<file path="src/rtl/pinmux_pkg.sv">
// shared constants, index maps and types for the port function multiplexer
package pinmux_pkg;

  // ****************************************
  // sizes
  // ****************************************
  localparam int unsigned NPORT = 5;
  localparam int unsigned NPIN  = 33;
  localparam int unsigned NIN   = 33;
  localparam int unsigned NOUT  = 21;
  localparam int unsigned AW    = 12;
  localparam int unsigned DW    = 32;
  localparam int unsigned FW    = 16;
  localparam int unsigned BW    = 8;
  localparam int unsigned PPP   = 8;

  // ****************************************
  // pin geometry
  // ****************************************
  localparam int unsigned P1_BIT  = 7;
  localparam int unsigned P5_IDX  = 4;
  localparam int unsigned P5_LO   = 3;
  localparam int unsigned P5_HI   = 6;
  localparam int unsigned FIRST_P = 2;

  // ****************************************
  // register map
  // ****************************************
  localparam logic [AW-1:0] OFF_PORT1 = 12'h050;
  localparam logic [AW-1:0] OFF_PORT2 = 12'h0A0;
  localparam logic [AW-1:0] OFF_PORT3 = 12'h0F0;
  localparam logic [AW-1:0] OFF_PORT4 = 12'h140;
  localparam logic [AW-1:0] OFF_PORT5 = 12'h190;
  localparam logic [2:0]    IDX_NONE  = 3'h7;
  localparam logic [FW-1:0] RST_SEL   = 16'h0000;
  localparam logic [FW-1:0] RST_PORT2 = 16'h0010;

  // ****************************************
  // peripheral input indices
  // ****************************************
  localparam int unsigned I_EXT_INT1 = 0, I_EXT_INT2 = 1, I_EXT_INT5 = 2, I_EXT_INT6 = 3,
    I_EXT_INT7 = 4, I_EXT_INT8 = 5, I_EXT_INT9 = 6, I_BOOT_MODE = 7, I_SPI1_CS = 8,
    I_CONV_START = 9, I_CMP_IN2 = 10, I_LA_IN8 = 11, I_EXT_CLK = 12, I_CMP_IN3 = 13,
    I_LA_IN9 = 14, I_LA_IN10 = 15, I_SPI2_MOSI = 16, I_SPI2_MISO = 17, I_SPI2_SCLK = 18,
    I_SPI2_CS = 19, I_ADDR0 = 20, I_LA_IN12 = 21, I_ADDR1 = 22, I_PWM_SYNC = 23,
    I_LA_IN13 = 24, I_ADDR2 = 25, I_ADDR3 = 26, I_UART_RX = 27, I_LA_IN15 = 28,
    I_ADDR4 = 29, I_MDIO = 30, I_LA_IN11 = 31, I_LA_CLK2 = 32;

  // ****************************************
  // peripheral output indices
  // ****************************************
  localparam int unsigned O_SPI1_CS = 0, O_PWM5 = 1, O_LA_OUT13 = 2, O_RESET_OUT = 3,
    O_CLK_OUT = 4, O_TRACE = 5, O_SPI2_MOSI = 6, O_SPI2_MISO = 7, O_LA_OUT19 = 8,
    O_SPI2_SCLK = 9, O_LA_OUT20 = 10, O_SPI2_CS = 11, O_SLV_RDY0 = 12, O_UART_TX = 13,
    O_MGMT_CLK = 14, O_LA_OUT27 = 15, O_MDIO = 16, O_SLV_RDY2 = 17, O_LA_OUT30 = 18,
    O_PWM6 = 19, O_PWM7 = 20;

  // inactive levels: active-low selects and uart idle sit high
  localparam logic [NIN-1:0] IN_IDLE = (NIN'(1) << I_SPI1_CS) | (NIN'(1) << I_SPI2_CS)
    | (NIN'(1) << I_UART_RX);

  // ****************************************
  // types
  // ****************************************
  typedef struct packed {
    logic o;
    logic oe_n;
  } pad_t;

  localparam pad_t PAD_OFF = '{o: 1'b0, oe_n: 1'b1};

  typedef struct packed {
    logic       gpio;
    logic       inp;
    logic [5:0] in_idx;
    logic       outp;
    logic [4:0] out_idx;
    logic       ana;
  } route_t;

  function automatic int unsigned pin_of(int unsigned port, int unsigned bit_n);
    return (port == 1) ? 0 : 1 + (port - FIRST_P) * PPP + bit_n;
  endfunction : pin_of

endpackage : pinmux_pkg

</file>
<file path="src/rtl/gpio_port_function_mux.sv">
// function multiplexer for port 1 pin 7 through port 5, with avalon register slave
// Notes on behaviour
// - p1.7: 0 gpio and interrupt 1, 1 spi1 select, 2 pwm5, 3 array out 13
// - p2.4 uses bits 9:8; 0 gpio, 1 spi2 mosi
// - p2.5 uses bits 11:10; 0 gpio, 1 spi2 miso, 3 array out 19
// - p2.6 uses bits 13:12; 0 gpio and interrupt 5, 1 spi2 clock, 3 out 20
// - p2.7 uses bits 15:14; 0 gpio and interrupt 6, 1 spi2 select
// - p3.3 uses bits 7:6; 1 address bit 3, 2 uart receive, 3 array in 15
// - p3.4 uses bits 9:8; 0 gpio and interrupt 9, 1 address 4, 2 uart transmit
// - port 2 pins 0 to 3 map converter, clock, comparator, boot and array functions
// - port 3 pins 0,1,2,5,6 map address, ready, sync, management clock, mdio
// - port 4 maps voltage outputs, array input 11, pwm6, pwm7, interrupt 7, clock 2
// - port 5 pins 0 to 2: 0 gpio, 2 voltage outputs 8, 9, 10
// - one port 5 field at 7:6 governs pins 3 to 6: gpio or output 11
// - p2.1 and p2.3 return to reset behaviour on every reset
// - blank function codes connect no peripheral
//
// The register offsets and the Avalon-MM register port were chosen for this implementation.
`timescale 1ns/100ps
module gpio_port_function_mux (
  input  logic                                        core_clk,
  input  logic                                        srst,
  input  logic [pinmux_pkg::AW-1:0]                   avs_address,
  input  logic                                        avs_read,
  input  logic                                        avs_write,
  input  logic [pinmux_pkg::DW-1:0]                   avs_writedata,
  input  logic [pinmux_pkg::DW/pinmux_pkg::BW-1:0]    avs_byteenable,
  output logic [pinmux_pkg::DW-1:0]                   avs_readdata,
  output logic                                        avs_waitrequest,
  input  logic [pinmux_pkg::NPIN-1:0]                 pin_in,
  output pinmux_pkg::pad_t [pinmux_pkg::NPIN-1:0]     pin_pad,
  output logic [pinmux_pkg::NPIN-1:0]                 pin_analog_sel,
  input  pinmux_pkg::pad_t [pinmux_pkg::NPIN-1:0]     gpio_drive,
  output logic [pinmux_pkg::NPIN-1:0]                 gpio_in,
  input  pinmux_pkg::pad_t [pinmux_pkg::NOUT-1:0]     alt_drive,
  output logic [pinmux_pkg::NIN-1:0]                  alt_in
);

  // ****************************************
  // state
  // ****************************************
  typedef struct packed {
    logic [pinmux_pkg::NPORT-1:0][pinmux_pkg::FW-1:0] sel;
    logic                                             waitreq;
    logic [pinmux_pkg::DW-1:0]                        rdata;
    pinmux_pkg::pad_t [pinmux_pkg::NPIN-1:0]          pad;
    logic [pinmux_pkg::NPIN-1:0]                      ana;
    logic [pinmux_pkg::NPIN-1:0]                      gin;
    logic [pinmux_pkg::NIN-1:0]                       ain;
  } state_t;

  state_t s_q;
  state_t s_d;

  // ****************************************
  // helpers
  // ****************************************
  function automatic logic [2:0] reg_index(logic [pinmux_pkg::AW-1:0] a);
    unique case (a)
      pinmux_pkg::OFF_PORT1: return 3'h0;
      pinmux_pkg::OFF_PORT2: return 3'h1;
      pinmux_pkg::OFF_PORT3: return 3'h2;
      pinmux_pkg::OFF_PORT4: return 3'h3;
      pinmux_pkg::OFF_PORT5: return 3'h4;
      default:               return pinmux_pkg::IDX_NONE;
    endcase
  endfunction : reg_index

  function automatic logic [1:0] code_of(
    logic [pinmux_pkg::NPORT-1:0][pinmux_pkg::FW-1:0] sel, int unsigned p);
    int unsigned port;
    int unsigned b;
    port = (p == 0) ? 0 : 1 + (p - 1) / pinmux_pkg::PPP;
    b    = (p == 0) ? pinmux_pkg::P1_BIT : (p - 1) % pinmux_pkg::PPP;
    if (port == pinmux_pkg::P5_IDX && b >= pinmux_pkg::P5_LO && b <= pinmux_pkg::P5_HI) begin
      b = pinmux_pkg::P5_LO;
    end
    return sel[port][2*b +: 2];
  endfunction : code_of

  function automatic logic [7:0] key(int unsigned port, int unsigned b, logic [1:0] c);
    return {6'(pinmux_pkg::pin_of(port, b)), c};
  endfunction : key

  function automatic pinmux_pkg::route_t r_in(int unsigned i, logic g);
    pinmux_pkg::route_t r;
    r        = '0;
    r.gpio   = g;
    r.inp    = 1'b1;
    r.in_idx = 6'(i);
    return r;
  endfunction : r_in

  function automatic pinmux_pkg::route_t r_out(int unsigned o);
    pinmux_pkg::route_t r;
    r         = '0;
    r.outp    = 1'b1;
    r.out_idx = 5'(o);
    return r;
  endfunction : r_out

  function automatic pinmux_pkg::route_t r_io(int unsigned i, int unsigned o);
    pinmux_pkg::route_t r;
    r        = r_out(o);
    r.inp    = 1'b1;
    r.in_idx = 6'(i);
    return r;
  endfunction : r_io

  function automatic pinmux_pkg::route_t r_ana();
    pinmux_pkg::route_t r;
    r     = '0;
    r.ana = 1'b1;
    return r;
  endfunction : r_ana

  // ****************************************
  // function table
  // ****************************************
  function automatic pinmux_pkg::route_t route(int unsigned p, logic [1:0] c);
    pinmux_pkg::route_t r;
    logic [7:0]         k;
    r      = '0;
    r.gpio = (c == 2'h0);
    k      = {6'(p), c};
    case (k)
      key(1, 7, 2'h0): r = r_in(pinmux_pkg::I_EXT_INT1, 1'b1);
      key(1, 7, 2'h1): r = r_io(pinmux_pkg::I_SPI1_CS, pinmux_pkg::O_SPI1_CS);
      key(1, 7, 2'h2): r = r_out(pinmux_pkg::O_PWM5);
      key(1, 7, 2'h3): r = r_out(pinmux_pkg::O_LA_OUT13);
      key(2, 0, 2'h1): r = r_in(pinmux_pkg::I_CONV_START, 1'b0);
      key(2, 0, 2'h2): r = r_in(pinmux_pkg::I_CMP_IN2, 1'b0);
      key(2, 0, 2'h3): r = r_in(pinmux_pkg::I_LA_IN8, 1'b0);
      key(2, 1, 2'h0): r = r_in(pinmux_pkg::I_EXT_INT2, 1'b1);
      key(2, 1, 2'h1): r = r_in(pinmux_pkg::I_EXT_CLK, 1'b0);
      key(2, 1, 2'h2): r = r_in(pinmux_pkg::I_CMP_IN3, 1'b0);
      key(2, 1, 2'h3): r = r_in(pinmux_pkg::I_LA_IN9, 1'b0);
      key(2, 2, 2'h1): r = r_out(pinmux_pkg::O_RESET_OUT);
      key(2, 2, 2'h2): r = r_out(pinmux_pkg::O_CLK_OUT);
      key(2, 2, 2'h3): r = r_out(pinmux_pkg::O_TRACE);
      key(2, 3, 2'h0): r = r_in(pinmux_pkg::I_BOOT_MODE, 1'b1);
      key(2, 3, 2'h3): r = r_in(pinmux_pkg::I_LA_IN10, 1'b0);
      key(2, 4, 2'h1): r = r_io(pinmux_pkg::I_SPI2_MOSI, pinmux_pkg::O_SPI2_MOSI);
      key(2, 5, 2'h1): r = r_io(pinmux_pkg::I_SPI2_MISO, pinmux_pkg::O_SPI2_MISO);
      key(2, 5, 2'h3): r = r_out(pinmux_pkg::O_LA_OUT19);
      key(2, 6, 2'h0): r = r_in(pinmux_pkg::I_EXT_INT5, 1'b1);
      key(2, 6, 2'h1): r = r_io(pinmux_pkg::I_SPI2_SCLK, pinmux_pkg::O_SPI2_SCLK);
      key(2, 6, 2'h3): r = r_out(pinmux_pkg::O_LA_OUT20);
      key(2, 7, 2'h0): r = r_in(pinmux_pkg::I_EXT_INT6, 1'b1);
      key(2, 7, 2'h1): r = r_io(pinmux_pkg::I_SPI2_CS, pinmux_pkg::O_SPI2_CS);
      key(3, 0, 2'h0): r = r_in(pinmux_pkg::I_EXT_INT8, 1'b1);
      key(3, 0, 2'h1): r = r_in(pinmux_pkg::I_ADDR0, 1'b0);
      key(3, 0, 2'h2): r = r_out(pinmux_pkg::O_SLV_RDY0);
      key(3, 0, 2'h3): r = r_in(pinmux_pkg::I_LA_IN12, 1'b0);
      key(3, 1, 2'h1): r = r_in(pinmux_pkg::I_ADDR1, 1'b0);
      key(3, 1, 2'h2): r = r_in(pinmux_pkg::I_PWM_SYNC, 1'b0);
      key(3, 1, 2'h3): r = r_in(pinmux_pkg::I_LA_IN13, 1'b0);
      key(3, 2, 2'h1): r = r_in(pinmux_pkg::I_ADDR2, 1'b0);
      key(3, 3, 2'h1): r = r_in(pinmux_pkg::I_ADDR3, 1'b0);
      key(3, 3, 2'h2): r = r_in(pinmux_pkg::I_UART_RX, 1'b0);
      key(3, 3, 2'h3): r = r_in(pinmux_pkg::I_LA_IN15, 1'b0);
      key(3, 4, 2'h0): r = r_in(pinmux_pkg::I_EXT_INT9, 1'b1);
      key(3, 4, 2'h1): r = r_in(pinmux_pkg::I_ADDR4, 1'b0);
      key(3, 4, 2'h2): r = r_out(pinmux_pkg::O_UART_TX);
      key(3, 5, 2'h1): r = r_out(pinmux_pkg::O_MGMT_CLK);
      key(3, 5, 2'h3): r = r_out(pinmux_pkg::O_LA_OUT27);
      key(3, 6, 2'h1): r = r_io(pinmux_pkg::I_MDIO, pinmux_pkg::O_MDIO);
      key(3, 6, 2'h2): r = r_out(pinmux_pkg::O_SLV_RDY2);
      key(3, 6, 2'h3): r = r_out(pinmux_pkg::O_LA_OUT30);
      key(4, 0, 2'h1): r = r_ana();
      key(4, 0, 2'h3): r = r_in(pinmux_pkg::I_LA_IN11, 1'b0);
      key(4, 1, 2'h1): r = r_ana();
      key(4, 2, 2'h1): r = r_ana();
      key(4, 3, 2'h2): r = r_out(pinmux_pkg::O_PWM6);
      key(4, 4, 2'h1): r = r_ana();
      key(4, 5, 2'h2): r = r_out(pinmux_pkg::O_PWM7);
      key(4, 7, 2'h0): r = r_in(pinmux_pkg::I_EXT_INT7, 1'b1);
      key(4, 7, 2'h2): r = r_in(pinmux_pkg::I_LA_CLK2, 1'b0);
      key(5, 0, 2'h2): r = r_ana();
      key(5, 1, 2'h2): r = r_ana();
      key(5, 2, 2'h2): r = r_ana();
      key(5, 3, 2'h2): r = r_ana();
      key(5, 4, 2'h2): r = r_ana();
      key(5, 5, 2'h2): r = r_ana();
      key(5, 6, 2'h2): r = r_ana();
      default: ;
    endcase
    return r;
  endfunction : route

  // ****************************************
  // next state
  // ****************************************
  always_comb begin
    pinmux_pkg::route_t rt;
    logic [2:0]         ri;
    rt  = '0;
    ri  = reg_index(avs_address);
    s_d = s_q;
    // bus slave: one wait cycle, write lands on the completing edge
    if (!s_q.waitreq) begin
      s_d.waitreq = 1'b1;
      if (avs_write && ri != pinmux_pkg::IDX_NONE) begin
        for (int b = 0; b < pinmux_pkg::FW / pinmux_pkg::BW; b++) begin
          if (avs_byteenable[b]) begin
            s_d.sel[ri][b*pinmux_pkg::BW +: pinmux_pkg::BW] =
              avs_writedata[b*pinmux_pkg::BW +: pinmux_pkg::BW];
          end
        end
      end
    end else if (avs_read || avs_write) begin
      s_d.waitreq = 1'b0;
      s_d.rdata   = '0;
      if (avs_read && ri != pinmux_pkg::IDX_NONE) begin
        s_d.rdata[pinmux_pkg::FW-1:0] = s_q.sel[ri];
      end
    end
    // pin routing
    s_d.ain = pinmux_pkg::IN_IDLE;
    for (int unsigned p = 0; p < pinmux_pkg::NPIN; p++) begin
      rt          = route(p, code_of(s_q.sel, p));
      s_d.pad[p]  = pinmux_pkg::PAD_OFF;
      s_d.ana[p]  = rt.ana;
      s_d.gin[p]  = rt.gpio & pin_in[p];
      if (rt.gpio) begin
        s_d.pad[p] = gpio_drive[p];
      end else if (rt.outp) begin
        s_d.pad[p] = alt_drive[rt.out_idx];
      end
      if (rt.inp) begin
        s_d.ain[rt.in_idx] = pin_in[p];
      end
    end
  end

  always_ff @(posedge core_clk) begin
    if (srst) begin
      s_q         <= '0;
      s_q.sel[1]  <= pinmux_pkg::RST_PORT2;
      s_q.waitreq <= 1'b1;
      s_q.pad     <= {pinmux_pkg::NPIN{pinmux_pkg::PAD_OFF}};
      s_q.ain     <= pinmux_pkg::IN_IDLE;
    end else begin
      s_q <= s_d;
    end
  end

  assign avs_readdata    = s_q.rdata;
  assign avs_waitrequest = s_q.waitreq;
  assign pin_pad         = s_q.pad;
  assign pin_analog_sel  = s_q.ana;
  assign gpio_in         = s_q.gin;
  assign alt_in          = s_q.ain;

  // ****************************************
  // checks
  // ****************************************
  localparam int unsigned P17 = pinmux_pkg::pin_of(1, 7);
  localparam int unsigned P21 = pinmux_pkg::pin_of(2, 1);
  localparam int unsigned P24 = pinmux_pkg::pin_of(2, 4);
  localparam int unsigned P25 = pinmux_pkg::pin_of(2, 5);
  localparam int unsigned P26 = pinmux_pkg::pin_of(2, 6);
  localparam int unsigned P27 = pinmux_pkg::pin_of(2, 7);
  localparam int unsigned P33 = pinmux_pkg::pin_of(3, 3);
  localparam int unsigned P34 = pinmux_pkg::pin_of(3, 4);
  localparam int unsigned P53 = pinmux_pkg::pin_of(5, 3);
endmodule : gpio_port_function_mux

</file>
<file path="config.mk">
export PLATFORM = sky130hd
export DESIGN_NAME = gpio_port_function_mux
export DESIGN_NICKNAME = d
export VERILOG_FILES = /design/src/rtl/pinmux_pkg.sv /design/src/rtl/gpio_port_function_mux.sv
export SDC_FILE = /design/constraint.sdc
export NUM_CORES = 1
export LEC_CHECK = 0
export ABC_CLOCK_PERIOD_IN_PS = 4150
export BUFFER_PORTS_ARGS = -buffer_cell sky130_fd_sc_hd__buf_2
export CAP_MARGIN = 25
export CELL_PAD_IN_SITES_DETAIL_PLACEMENT = 1
export CELL_PAD_IN_SITES_GLOBAL_PLACEMENT = 1
export CORE_UTILIZATION = 40
export CTS_CLUSTER_SIZE = 30
export DETAILED_ROUTE_END_ITERATION = 6
export PLACE_DENSITY_LB_ADDON = 0.25
export SETUP_SLACK_MARGIN = 0.1
export SLEW_MARGIN = 40
export SYNTH_ARGS = -nofsm -noshare
export SYNTH_HDL_FRONTEND = slang
export SYNTH_SLANG_ARGS = --single-unit
</file>
<file path="constraint.sdc">
create_clock -name core_clk -period 4.15 [get_ports core_clk]
set_clock_uncertainty 0.1 [all_clocks]
set_input_delay 0.83 -clock core_clk [delete_from_list [all_inputs] [get_ports core_clk]]
set_output_delay 0.83 -clock core_clk [all_outputs]
set_load 0.01 [all_outputs]
</file>
## Yosys cells after proc, flatten, opt, wreduce, memory -nomap -nowiden

Cells that the tools add are included.

| word-level totals | value |
|---|---|
| input bits | 193 |
| register bits | 259 |
| word-level logic and storage cells | 587 |
| output and inout bits | 198 |

| operators by class | value |
|---|---|
| $lt $le $gt $ge | 83 |
| muxes and demuxes | 266 |
| bitwise operators | 40 |
| equality and inequality tests | 54 |
| reductions and logical operators | 67 |

Operator list:

| operator | number |
|---|---|
| two-way mux 33 bit | 31 |
| bitwise mux 33 bit | 29 |
| two-way mux 80 bit | 4 |
| one-hot mux 15 bit (3 select lines) | 7 |
| binary-select mux 2 bit (select 5 bit) | 27 |
| < comparator 6 x 7 -> 1 bit (second input constant) | 27 |
| one-hot mux 15 bit (2 select lines) | 6 |
| one-hot mux 15 bit (4 select lines) | 3 |
| two-way mux 2 bit | 84 |
| two-way mux 15 bit | 11 |
| demux 1 bit (select 6 bit) | 27 |
| greater-or-equal comparator 6 x 1 -> 1 bit (second input constant) | 27 |
| < comparator 5 x 6 -> 1 bit (second input constant) | 27 |
| bitwise mux 80 bit | 2 |
| demux 16 bit (select 3 bit) | 2 |
| logical NOT 2 bit | 30 |
| == test 2 bit (second input constant) | 29 |
| binary-select mux 16 bit (select 3 bit) | 1 |
| two-way mux 16 bit | 3 |
| == test 2 x 1 -> 1 bit (second input constant) | 19 |
| AND 1 bit | 33 |
| AND 30 bit | 1 |
| logical AND 1 bit | 30 |
| two-way mux 1 bit | 27 |
| other kinds (14) | 23 |

## Logic depth before layout (Yosys ltp)

| depth | value |
|---|---|
| word-level depth | 67 |
| gate-level depth with buffers | 7 |
| depth with buffers taken out | 6 |

## Worst setup path before layout

Ideal clock, no wire load.

| path | value |
|---|---|
| path kind | input -> register |
| from | input avs_address[1] (netlist bit) |
| to | register s_q, in the netlist avs_readdata[1] |
| data required time | 3.919 ns |
| arrival | 2.437 ns |
| stages on the path | 6 |
| setup slack | 1.482 ns |
| setup time | 0.131 ns |
| buffers on the path | 2 |
| cells stage by stage | or4_4 > buf_6 > or4_4 > buf_6 > o22ai_2 > o31ai_1 |

| on the way | value |
|---|---|
| word-level cells in the longest chain between the ends | 5 |
| elaborated cells between the ends (all ways) | 11 |
| those cells by class | eq/ne: 6; mux: 4; reduce/logical: 1 |

RTL lines:

| item | line | text |
|---|---|---|
| start: declaration | gpio_port_function_mux.sv:23 | `input logic [pinmux_pkg::AW-1:0] avs_address,` |
| == test 12 x 9 -> 1 bit (tied with other cells) | gpio_port_function_mux.sv:59 | `unique case (a)` |
| one-hot mux 3 bit (5 select lines) * | gpio_port_function_mux.sv:59 |  |
| binary-select mux 16 bit (select 3 bit) or != test 3 bit (tied branches) | gpio_port_function_mux.sv:215, gpio_port_function_mux.sv:214 |  |
| two-way mux 16 bit (implied by the code) or logical AND 1 bit (tied branches) | gpio_port_function_mux.sv:215, gpio_port_function_mux.sv:214 |  |
| two-way mux 16 bit * | gpio_port_function_mux.sv:214 | `if (avs_read && ri != pinmux_pkg::IDX_NONE) begin` |
| end: declaration | gpio_port_function_mux.sv:52 | `state_t s_q;` |

Mark *: on every way between the ends. The rest lies on a longest branch, timed or not. The select of a mux whose other input is x is not followed.
A chain may end at the register's enable or synchronous reset.

## Worst setup path after layout

| path | value |
|---|---|
| from | input avs_address[4] (netlist bit) |
| to | register s_q, in the netlist avs_readdata[3] |

Same word-level chain as after synthesis.

==> results_dict.tcl <==
set metrics [dict create \
    crit_path_end_kind "register" \
    final_core_util_pct 46.37 \
    ir_worst_vdd_mv 0.2525 \
    start_util_pct 40.65 \
    n_fill_cell 3132 \
    drt-initial-drc-count 495 \
    hold_path_depth 2 \
    synthFlopType "dfxtp_1" \
    cts_sinks 237 \
    netlist_instances 1148 \
    die_h_um 167.0 \
    die_w_um 167.0 \
    synth_area_leaders "dfxtp_1, buf_4, mux2i_1, a21oi_1, ha_1" \
    fin_crit_sh_pct 61.96 \
    synth_adder_area_share_pct 2.641 \
    slew_headroom_pct 45.93 \
    clock_latency_ns 0.54 \
    io_pins 391 \
    avgSynthCellArea_um2 9.491 \
    start_kind "primary input" \
    placed_cell_area_mm2 0.01148 \
    grtUsageTotal_pct 21.02 \
    register_area_mm2 0.004745 \
    grt_pass1_vias 8456 \
    yosys.area_share.simple_pct 21.16 \
    powerDensity_mw_per_mm2 417.4 \
    p_leak_nw 5.626 \
    synth_area_mm2 0.01090 \
    drc_errors 0 \
    wire_per_inst_um 17.88 \
    final_max_slew_viol_count 0 \
    yosys.area.top_type_share_pct 43.55 \
    syn_to_final_growth_pct 14.06 \
    core_region_area_mm2 0.02680 \
    grt_pass1_wl_um 46640 \
    post_cts_buffers 0 \
    clkSlewWorstSetupHoldPaths_ns 0.06 \
    die_area_mm2 0.02790 \
    synth_cell_types 57 \
    ctsResizeCount 0 \
    tns_ns 0 \
    async_reset_ff_share_pct 0 \
    timing.fmax_mhz 388.9 \
    cts_tree "built" \
    dp_hpwl_um 21960 \
    hold_viol 0 \
    finalSetupViolCount 0 \
    fin_nets 1516 \
    ant_nets 0 \
    viasPerCell 4.977 \
    postLayoutCellArea_mm2 0.01243 \
    synth-compound-area-share_pct 9.956 \
    tightest_slew_ns 0.8048 \
    period_minus_slack_ns 2.571 \
    gp_congestion 0.7565 \
    overflow 0 \
    routed_wl_um 29790 \
    seq_area_frac_synth_pct 43.55 \
    critical_path_class "in2reg" \
    cp_data_required_time_ns 4.46 \
    synthMuxAreaShare_pct 5.684 \
    cts_buffers 27 \
    status "finished clean" \
    io_buffers 334 \
    rows 60 \
    hold_class "reg2reg" \
    rsz0062_at_grt "no" \
    firstDrtPassIters 4 \
    yosys.area.top_type "dfxtp_1" \
    path_max_fanout 41 \
    multi_input_area_mm2 0.004458 \
    cp_data_arrival_time_ns 2.88 \
    synth_warnings 0 \
    ys_seq_elements 237 \
    synth-edff-count 0 \
    cts_max_level 1 \
    synth_top_family_by_area "simple AND/OR/NAND/NOR gates" \
    cts_hold_buffers 0 \
    cts_buffer_depth 3 \
    synth-xor-area-share_pct 0.1608 \
    vias 8292 \
    cts_root_buf "clkbuf_16" \
    maxCapViolCount 0 \
    reg2reg_depth 5 \
    drive_above_1_share_pct 33.16 \
    antenna_found_initial 6 \
    grt_max_degree 120 \
]
## kinds of logic after synthesis
kind of cell	after synthesis
muxes	54
DFF	237
other	1
adders and majority gates	23
xor gates and xnor gates	2
AOI/OAI and AO/OA	180
and+or+nand+nor	378
buffers and inverters	273
## layout by cell type (no fill, tap or decap), types with 14 or more instances in the layout
cell,n
buf_2,333
conb_1,38
clkbuf_16,27
a21oi_1,68
nand2b_1,40
and3b_1,21
nor3_1,37
nor3b_1,14
ha_1,23
o31ai_1,15
and2_1,37
dfxtp_1,237
nand3_1,52
o21ai_0,24
mux2i_1,45
nor4b_1,18
nand2_1,32
o21ai_1,43
nor2_1,60
## sequential cells by signal (all words and copies together), names as in the netlist
name / cells
s_q: 80
alt_in: 33
gpio_in: 33
pin_pad: 66
pin_analog_sel: 8
avs_readdata: 16
avs_waitrequest: 1
## cell usage after synthesis, types with 3 or more instances
cell type,number
buf_4,197
o21ai_0,24
and2_1,37
or4_4,4
o21ai_1,43
ha_1,23
mux4_2,6
buf_1,5
nor4bb_1,5
or2_2,6
o22ai_2,13
mux2i_1,45
nor4_4,3
and3_1,5
nor4b_1,18
nand3b_1,8
nor3b_1,14
nor2_1,60
or4_1,5
dfxtp_1,237
buf_2,6
clkbuf_1,47
nand2_1,32
a22oi_1,3
nand4_1,3
nor2b_1,12
a311oi_1,3
nand2b_1,40
buf_6,8
and3b_1,21
inv_1,10
mux2_2,3
o31ai_1,15
a21oi_1,68
nand3_1,52
nor3_1,37
nand4_2,4
## critical path, cell delays in order
cell	delay, ns
buf_2	0.33
or4_1	0.68
or4_4	0.67
o22ai_2	0.27
o31ai_1	0.10
## routing by layer
| metal | part of all wire, % | routed length (µm) | vias to the layer above | track usage [%] |
|---|---|---|---|---|
| met5 | 0.047 | 14 | - | 0 |
| met4 | 2.0 | 606 | 2 | 6.079 |
| met3 | 5.7 | 1700 | 41 | 3.945 |
| met2 | 51 | 15050 | 257 | 37.89 |
| met1 | 42 | 12420 | 3968 | 25.23 |
| li1 | - | - | 4024 | - |
## metrics by stage
| step | power [mW] | cells | hold WS, ns | setup slack [ns] |
|---|---|---|---|---|
| floorplan | 2.669 | 1185 | 0.3263 | 1.482 |
| global placement | 2.752 | 1608 | 0.3338 | 1.054 |
| detailed placement | 2.766 | 1612 | 0.3432 | 1.009 |
| CTS | 5.266 | 1662 | 0.3407 | 1.583 |
| global route | 5.389 | 1665 | 0.3537 | 1.495 |
| finish | 5.186 | 1666 | 0.3533 | 1.579 |
## worst paths after layout
check	startpoint	end	slack [ns]
setup / recovery	avs_address[4]	avs_readdata[3]	1.58
hold / removal	avs_readdata[10]	avs_readdata[10]	0.35
setup reg to reg	s_q[232]	alt_in[1]	2.17
hold reg to reg	avs_readdata[10]	avs_readdata[10]	0.35
## cell type report
type,count,share of cell area (%)
antenna,4,0.08055
multi-input combinational,675,35.87
timing repair buffer,349,14.60
tap,341,3.433
clock inverter,10,1.138
clock buffer,40,6.393
sequential,237,38.18
inverter,10,0.3021
## power by group
part	internal (mW)	switching (mW)	leakage [nW]
clock network	1.51	0.960	0.454
registers	2.33	0.0131	1.94
logic	0.157	0.212	3.23
total	4.00	1.19	5.63
(Power assumes the default switching activity.)
